File: config.mk
export PLATFORM = sky130hd
export DESIGN_NAME = leec_host
export DESIGN_NICKNAME = d
export VERILOG_FILES = /design/src/leec_pkg.sv /design/src/leec_sync.sv /design/src/leec_host.sv
export SDC_FILE = /design/constraint.sdc
export NUM_CORES = 1
export LEC_CHECK = 0
export BUFFER_PORTS_ARGS = -buffer_cell sky130_fd_sc_hd__buf_2
export CAP_MARGIN = 20
export CORE_ASPECT_RATIO = 1.75
export CORE_MARGIN = 3
export CORE_UTILIZATION = 40
export DETAILED_ROUTE_END_ITERATION = 7
export GPL_TIMING_DRIVEN = 0
export PLACE_DENSITY = 0.71
export SYNTH_ARGS = -nofsm -noshare
export SYNTH_HDL_FRONTEND = slang
export SYNTH_SLANG_ARGS = --single-unit
export TNS_END_PERCENT = 10
File: constraint.sdc
create_clock -name i_mclk -period 6.9 [get_ports i_mclk]
set_input_delay 2.07 -clock i_mclk [delete_from_list [all_inputs] [get_ports i_mclk]]
set_output_delay 2.07 -clock i_mclk [all_outputs]
set_load 0.005 [all_outputs]
File: src/leec_pkg.sv
// constants for the latched eeprom byte-mode host controller
package leec_pkg;
  localparam int          CLK_HZ        = 10_000_000;
  localparam int          ADDR_W        = 13;
  localparam int          COL_W         = 5;
  localparam int          DATA_W        = 8;
  localparam logic [7:0]  ERASE_DATA    = 8'hFF;
  // timing figures in their own units
  localparam int          SETUP_NS      = 50;
  localparam int          CLR_SETUP_NS  = 1000;
  localparam int          HOLD_NS       = 50;
  localparam int          READ_REC_US   = 1;
  localparam int          READ_ACC_NS   = 250;
  localparam int          BYTE_STD_MS   = 9;
  localparam int          BYTE_FAST_MS  = 1;
  localparam int          CLEAR_MS      = 10;
  localparam int          NS_PER_S      = 1_000_000_000;
  // least times round up, none below one cycle, except CSETUP_CYC, which truncates
  localparam int SETUP_CYC  = (SETUP_NS * (CLK_HZ / 1_000_000) + 999) / 1000;
  localparam int CSETUP_CYC = CLR_SETUP_NS * (CLK_HZ / 1_000_000) / 1000;
  localparam int HOLD_CYC   = (HOLD_NS * (CLK_HZ / 1_000_000) + 999) / 1000;
  localparam int READ_REC_CYC = READ_REC_US * (CLK_HZ / 1_000_000);
  localparam int ACC_CYC    = (READ_ACC_NS * (CLK_HZ / 1_000_000) + 999) / 1000
                              + 1;
  localparam int BYTE_STD_CYC  = BYTE_STD_MS * (CLK_HZ / 1000);
  localparam int BYTE_FAST_CYC = BYTE_FAST_MS * (CLK_HZ / 1000);
  localparam int CLEAR_CYC     = CLEAR_MS * (CLK_HZ / 1000);
  localparam int CNT_W         = 24;
  typedef enum logic [1:0] {LEEC_READ, LEEC_ERASE, LEEC_WRITE, LEEC_CLEAR}
    leec_cmd_e;
endpackage

File: src/leec_sync.sv
// two-flop synchroniser for pin inputs, one per bit
`timescale 1ns/1ps
`default_nettype none
module leec_sync #(
  parameter int W = 8
) (
  input  wire logic         i_mclk,
  input  wire logic         i_rstn,
  input  wire logic [W-1:0] i_d,
  output logic      [W-1:0] o_q
);
  logic [W-1:0] meta;
  genvar g;
  generate
    for (g = 0; g < W; g++) begin : g_bit
      always_ff @(posedge i_mclk or negedge i_rstn) begin
        if (!i_rstn) begin
          meta[g] <= 1'b0;
          o_q[g]  <= 1'b0;
        end else begin
          meta[g] <= i_d[g];
          o_q[g]  <= meta[g];
        end
      end
    end
  endgenerate
endmodule
`default_nettype wire

File: src/leec_host.sv
// host controller driving the latched byte-wide eeprom pins
//
// Contract
// [RULE_01] read: select low, output drive low, strobe high, clear high.
// [RULE_02] select high puts device in standby; no operation starts.
// [RULE_03] a byte must be erased before new data is written.
// [RULE_04] erase: address, select low, drive high, clear high, ones, strobe.
// [RULE_05] device latches all inputs on the strobe falling edge.
// [RULE_06] byte erase completes within ten milliseconds, standard variant.
// [RULE_07] write uses erase sequence with real data on the byte lines.
// [RULE_08] byte operation takes 1 ms fast variant, 9 ms standard.
// [RULE_09] one byte operation leaves every other byte unchanged.
// [RULE_10] select low, clear low, drive high, strobe low erases all bytes.
// [RULE_11] no write or erase while supply below 3 V.
// [RULE_12] between 3 V and 5 V only a real strobe fall triggers.
// [RULE_13] writing blocked unless select low and output drive high.
// [RULE_14] device latches address, data, select and drive inputs.
// [RULE_15] 8192 bytes; five column lines, eight row lines.
// [RULE_16] after hold time host may change pins until recovery ends.
// [RULE_17] host waits 1 us after strobe rise before reading.
// [RULE_18] update: erase, wait full time, write, wait full time.
// [RULE_19] device ignores inputs until operation and recovery finish.
`timescale 1ns/1ps
`default_nettype none
module leec_host (
  input  wire logic                         i_mclk,
  input  wire logic                         i_rstn,
  input  wire logic                         i_fast_part,
  input  wire logic                         i_req,
  input  wire leec_pkg::leec_cmd_e          i_cmd,
  input  wire logic [leec_pkg::ADDR_W-1:0]  i_addr,
  input  wire logic [leec_pkg::DATA_W-1:0]  i_wdata,
  input  wire logic [leec_pkg::DATA_W-1:0]  i_byte_lines,
  output logic                              o_busy,
  output logic                              o_done,
  output logic [leec_pkg::DATA_W-1:0]       o_rdata,
  output logic [leec_pkg::COL_W-1:0]        o_column_select_lines,
  output logic [leec_pkg::ADDR_W-leec_pkg::COL_W-1:0] o_row_select_lines,
  output logic [leec_pkg::DATA_W-1:0]       o_byte_lines,
  output logic                              o_byte_lines_oen,
  output logic                              o_select_n,
  output logic                              o_out_drive_n,
  output logic                              o_strobe_n,
  output logic                              o_array_clear_n
);
  typedef enum logic [2:0] {S_IDLE, S_SETUP, S_STROBE, S_HOLD, S_RECOV,
                            S_RDACC, S_DONE} leec_state_e;
  leec_state_e                   state;
  leec_pkg::leec_cmd_e           cmd;
  logic [leec_pkg::CNT_W-1:0]    cnt;
  logic [leec_pkg::DATA_W-1:0]   bl_sync;
  logic [leec_pkg::CNT_W-1:0]    byte_time;

  leec_sync #(.W(leec_pkg::DATA_W)) u_sync (
    .i_mclk (i_mclk),
    .i_rstn (i_rstn),
    .i_d    (i_byte_lines),
    .o_q    (bl_sync)
  );

  always_comb begin
    if (i_fast_part) begin
      byte_time = leec_pkg::CNT_W'(leec_pkg::BYTE_FAST_CYC); // [RULE_08]
    end else begin
      byte_time = leec_pkg::CNT_W'(leec_pkg::BYTE_STD_CYC); // [RULE_06]
    end
  end

  // sequencer: one request at a time, busy covers the whole recovery
  always_ff @(posedge i_mclk or negedge i_rstn) begin
    if (!i_rstn) begin
      state <= S_IDLE;
      cmd   <= leec_pkg::LEEC_READ;
      cnt   <= '0;
    end else begin
      case (state)
        S_IDLE: begin
          if (i_req) begin
            cmd   <= i_cmd;
            state <= (i_cmd == leec_pkg::LEEC_READ) ? S_RDACC : S_SETUP;
            cnt   <= (i_cmd == leec_pkg::LEEC_READ)
                     ? leec_pkg::CNT_W'(leec_pkg::ACC_CYC + 2)
                     : (i_cmd == leec_pkg::LEEC_CLEAR)
                     ? leec_pkg::CNT_W'(leec_pkg::CSETUP_CYC)
                     : leec_pkg::CNT_W'(leec_pkg::SETUP_CYC);
          end
        end
        S_SETUP: begin
          if (cnt <= 1) begin
            state <= S_STROBE; // [RULE_05]
            cnt   <= (cmd == leec_pkg::LEEC_CLEAR)
                     ? leec_pkg::CNT_W'(leec_pkg::CLEAR_CYC) : byte_time;
          end else begin
            cnt <= cnt - 1'b1;
          end
        end
        S_STROBE: begin
          // the strobe low time is the operation time on this part
          if (cnt <= 1) begin
            state <= S_HOLD; // [RULE_18]
            cnt   <= leec_pkg::CNT_W'(leec_pkg::HOLD_CYC);
          end else begin
            cnt <= cnt - 1'b1;
          end
        end
        S_HOLD: begin
          if (cnt <= 1) begin
            state <= S_RECOV; // [RULE_17]
            cnt   <= leec_pkg::CNT_W'(leec_pkg::READ_REC_CYC);
          end else begin
            cnt <= cnt - 1'b1;
          end
        end
        S_RECOV: begin
          if (cnt <= 1) begin
            state <= S_DONE; // [RULE_19]
          end else begin
            cnt <= cnt - 1'b1;
          end
        end
        S_RDACC: begin
          // two extra cycles pay for the synchroniser on the byte lines
          if (cnt <= 1) begin
            state <= S_DONE;
          end else begin
            cnt <= cnt - 1'b1;
          end
        end
        S_DONE: begin
          state <= S_IDLE;
        end
        default: begin
          state <= S_IDLE;
        end
      endcase
    end
  end

  // pin drive, all from flops; standby whenever idle
  always_ff @(posedge i_mclk or negedge i_rstn) begin
    if (!i_rstn) begin
      o_select_n       <= 1'b1; // [RULE_02]
      o_out_drive_n    <= 1'b1;
      o_strobe_n       <= 1'b1;
      o_array_clear_n  <= 1'b1;
      o_byte_lines_oen <= 1'b1;
      o_byte_lines     <= '0;
      o_column_select_lines <= '0;
      o_row_select_lines    <= '0;
    end else if (state == S_IDLE && i_req) begin
      o_column_select_lines <= i_addr[leec_pkg::COL_W-1:0]; // [RULE_15]
      o_row_select_lines    <= i_addr[leec_pkg::ADDR_W-1:leec_pkg::COL_W];
      o_select_n <= 1'b0;
      if (i_cmd == leec_pkg::LEEC_READ) begin
        o_out_drive_n    <= 1'b0; // [RULE_01]
        o_array_clear_n  <= 1'b1;
        o_byte_lines_oen <= 1'b1;
      end else begin
        o_out_drive_n    <= 1'b1; // [RULE_13]
        o_array_clear_n  <= (i_cmd != leec_pkg::LEEC_CLEAR); // [RULE_10]
        o_byte_lines_oen <= 1'b0;
        o_byte_lines     <= (i_cmd == leec_pkg::LEEC_WRITE)
                            ? i_wdata : leec_pkg::ERASE_DATA; // [RULE_04]
      end
    end else if (state == S_SETUP && cnt <= 1) begin
      o_strobe_n <= 1'b0; // [RULE_12]
    end else if (state == S_STROBE && cnt <= 1) begin
      o_strobe_n <= 1'b1; // [RULE_07]
    end else if (state == S_HOLD && cnt <= 1) begin
      o_select_n       <= 1'b1; // [RULE_16]
      o_out_drive_n    <= 1'b1;
      o_array_clear_n  <= 1'b1;
      o_byte_lines_oen <= 1'b1;
    end else if (state == S_RDACC && cnt <= 1) begin
      o_select_n    <= 1'b1;
      o_out_drive_n <= 1'b1;
    end
  end

  always_ff @(posedge i_mclk or negedge i_rstn) begin
    if (!i_rstn) begin
      o_rdata <= '0;
      o_done  <= 1'b0;
      o_busy  <= 1'b0;
    end else begin
      if (state == S_RDACC && cnt <= 1) begin
        o_rdata <= bl_sync;
      end
      o_done <= (state == S_DONE);
      o_busy <= (state == S_IDLE) ? i_req : (state != S_DONE);
    end
  end
endmodule
`default_nettype wire

==> implementation parameters <==
Parameter                              Value

Status
  Status    completed

Synthesis
  Most frequently used cell type in the post-synthesis netlist    dfrtp_1
  Flip-flop cell with the highest count after synthesis    dfrtp_1
  Proportion of synthesized chip area in sequential cells    53.0%
  Mean instance size in the synthesized netlist    roughly 10 sq um
  Post-synth EDFFs    0
  Combinational family with the most area after synthesis    simple AND/OR/NAND/NOR gates
  Leading cell types by total area after synthesis    dfrtp_1 (50%), nand2_1 (6.2%), dfstp_2 (3.4%), nor2_1 (3.3%), mux2_4 (3.1%)
  Synth Net Count    between 400 and 500
  Asr flop ratio synth    100%
  Synth unique cells    a little under 60
  Synth cell count leaders    dfrtp_1 (76), nand2_1 (63), nor2_1 (34)
  Combined area of all synthesized cells    between 3000 and 4000 sq um
  Synth top area share    between 40% and 50%
  Area fraction in compound gates after synthesis    a little over an eighth
  Post-synthesis share of cell area spent on xor and xnor gates    about 2.3%
  Synthesis Warnings    0
  Share of synthesized cell area in and, or, nand and nor gates    24.0%
  Post-Synth Adder-Cell Area    approximately 1.6%
  Portion of netlist area occupied by mux cells    under 10%
  Synthesized netlist cell count    392
  Flops & latches, synth    81
  Largest area contributor in the synthesized netlist    dfrtp_1

Timing
  Unrepaired setup endpoints after global routing    false
  Worst hold margin    between 0.3 and 0.4 ns
  Crit share post-route    48.5%
  Rel. slew slack    around two fifths
  Max-slew violation count    0
  Number of endpoints failing setup at the final stage    0
  Transition at the pin with the smallest max-transition slack    just over 0.9 ns
  Achievable clock frequency    299 MHz
  Total negative setup slack    0 ns
  Clock skew after layout    between 0.004 and 0.005 ns
  Total count of hold-check failures in the final report    0
  Final critical path time including I/O delays and setup    roughly 3.3 ns

Drt
  1st-pass router iterations    6
  Total via count after detailed routing    approximately 3300
  Routed WL    approximately 10000 microns
  Vias per std cell    approximately 5.5
  DRC    0
  Initial DRC count    around 210
  Antenna violation net count after detailed routing    0
  Routed wire per std cell    approximately 17 microns

Placement
  Gp weighted congestion    a little under 1
  Count of input and output buffers    70
  Placed Instances    about 600
  Estimated wirelength of the detail-placed design    between 7000 and 8000 microns

Clock network
  Post-CTS setup buffers    0
  Later-pin clock latency in the skew report    approximately 0.34 ns
  Post-cts sizing count    0
  Root Driver    clkbuf_16
  Clock tree from TritonCTS    done
  Clock Tree Buf Depth    2
  Number of CTS-inserted buffers    9
  Number of H-tree levels    3
  Number of hold buffers added after CTS    0
  CTS clk-pin slew, worst paths    about 0.060 ns
  Clock Sinks    81

Pwr
  Int Pwr    774 uW
  Power density over the cells    between 200 and 250 nW/um^2
  Switching share of power    about a fifth
  Lkg Pwr    between 2 and 2.5 nW
  Reported net switching power    approximately 210 uW
  Fraction of power consumed by the clock network    between 40% and 50%
  Overall power consumption    980 uW
  Worst vdd rail ir drop    approximately 0.12 mV
  Flop pwr share    around half
  Combinational share of power    2.8%

Floorplan
  Std-Cell Core Area    around 9000 sq um
  Die span in y    about 140 microns
  Number of top-level pins    between 70 and 80
  Site Rows    46
  Die Width    about 80 microns
  Initial core utilization    41.6%
  Overall die area    around 11000 sq um

Setup path
  Critical path class    in -> reg
  Worst-path maximum fanout    10
  Kind of end point of the critical path    register
  Required time at the worst-slack endpoint    7.11 ns
  Startpoint types    primary input
  Crit path arrival time    3.56 ns

Layout
  Storage element area    2030 sq um
  Layout Area Growth over Synthesis    21.5%
  Final cell utilization of the core    50.6%
  Filler Cell Count    between 800 and 900
  Final non-filler cell total    599
  Footprint of the multi-input gates    1690 sq um
  Proportion of layout cells with a drive suffix above 1    between 20% and 30%
  Antenna cell count    0
  Final Net Count    514

Worst hold path
  Worst min path class    reg -> reg

GRT
  Wire length of the first global-routing pass    ~16000 microns
  Total routing usage reported by global routing    ~20%
  Maximum number of pins on one net before global-route repair    64
  Antenna violations before repair    0
  Vias in the first global route    between 3000 and 4000
  Total gr overflow    0

Flow run
  Max-capacitance violation count    0
-- stage by stage --
| stage | cell area [sq um] | setup WS, ns |
|---|---|---|
| floorplan | 3830 | 3.68 |
| global placement | 4330 | 3.21 |
| global route | 4660 | 3.45 |
| finish | 4660 | 3.55 |
| detailed placement | 4360 | 3.22 |
| CTS | 4660 | 3.57 |
-- worst paths after layout --
check | from | depth (start not counted) | slack (ns) | to
min | u_sync.meta[3] | 0 | 0.35 | u_sync.o_q[3]
min reg2reg | u_sync.meta[3] | 0 | 0.35 | u_sync.o_q[3]
min in group asynchronous | i_rstn | 1 | 1.61 | o_rdata[6]
max reg2reg | cnt[6] | 6 | 4.05 | o_byte_lines_oen
max | i_req | 7 | 3.55 | cnt[0]
max in group asynchronous | i_rstn | 2 | 4.66 | o_strobe_n
-- critical path: stages --
cell	delay, ns
buf_2	0.15
nand2b_1	0.17
and2_1	0.13
buf_1	0.33
nand2_1	0.11
buf_2	0.22
a221oi_1	0.37
-- cells in the final DEF, fill, tap and decap left out, types with 3 or more instances in the layout --
master | netlist | final
dfstp_2 | 5 | 5
xor2_1 | 9 | 9
ha_1 | 5 | 5
clkbuf_16 | 0 | 9
or3_1 | 5 | 5
a211oi_1 | 3 | 3
inv_1 | 5 | 5
and3_1 | 4 | 4
o211ai_1 | 8 | 8
a31oi_1 | 7 | 7
nand2_1 | 63 | 63
and2_1 | 5 | 5
buf_2 | 5 | 74
nor4_1 | 4 | 4
nor2_1 | 34 | 34
nand4_1 | 7 | 7
o21ai_0 | 15 | 15
a21oi_1 | 10 | 10
nor3_1 | 17 | 17
nand3_1 | 9 | 9
clkbuf_1 | 15 | 16
o21ai_1 | 10 | 10
mux2_4 | 8 | 8
nand3b_1 | 3 | 3
dfrtp_1 | 76 | 76
nor2b_1 | 11 | 11
nand4b_1 | 3 | 3
o31ai_1 | 3 | 3
nand2b_1 | 5 | 5
-- registers in the layout, indices dropped and copies added (netlist names) --
signal / cells
cnt: 24
o_byte_lines: 8
o_rdata: 8
o_row_select_lines: 8
u_sync.meta: 8
u_sync.o_q: 8
o_column_select_lines: 5
state: 3
cmd: 2
o_array_clear_n: 1
o_busy: 1
o_byte_lines_oen: 1
o_done: 1
o_out_drive_n: 1
o_select_n: 1
o_strobe_n: 1
-- cells by family (layout without fill, tap and decap cells) --
family	after synthesis	count (layout)
xor gates and xnor gates	10	10
muxes	8	8
buffers and inverters	27	114
adders and majority gates	5	5
and+or+nand+nor	184	184
DFF	81	81
AOI/OAI and AO/OA	77	77
-- power by group through the flow --
stage	registers (mW)	clock network [mW]	logic, mW
3_3_place_gp	0.491	0	0.0249
4_1_cts	0.482	0.481	0.0279
5_1_grt	0.482	0.500	0.0308
6_report	0.482	0.471	0.0270
2_1_floorplan	0.490	0	0.00459
3_5_place_dp	0.491	0	0.0279
-- metal layers --
layer  vias to the layer above  GRT usage [%]  part of all wire, %
met4                         0           12.3                  5.3
met2                       117           34.1                   53
li1                       1550              -                    -
met5                         -              0                    0
met1                      1585           21.4                   37
met3                        35           4.19                  4.7
-- final cells by class --
| cell class | instances | area share, % |
|---|---|---|
| repair buffers | 71 | 8.16 |
| plain buffers | 22 | 1.91 |
| multi-input cells | 284 | 36.3 |
| inverters | 5 | 0.403 |
| clock inverters | 6 | 1.42 |
| well taps | 120 | 3.22 |
| clock buffers | 10 | 4.91 |
| flip-flops and latches | 81 | 43.6 |
Power figures use the tool's default switching activity.
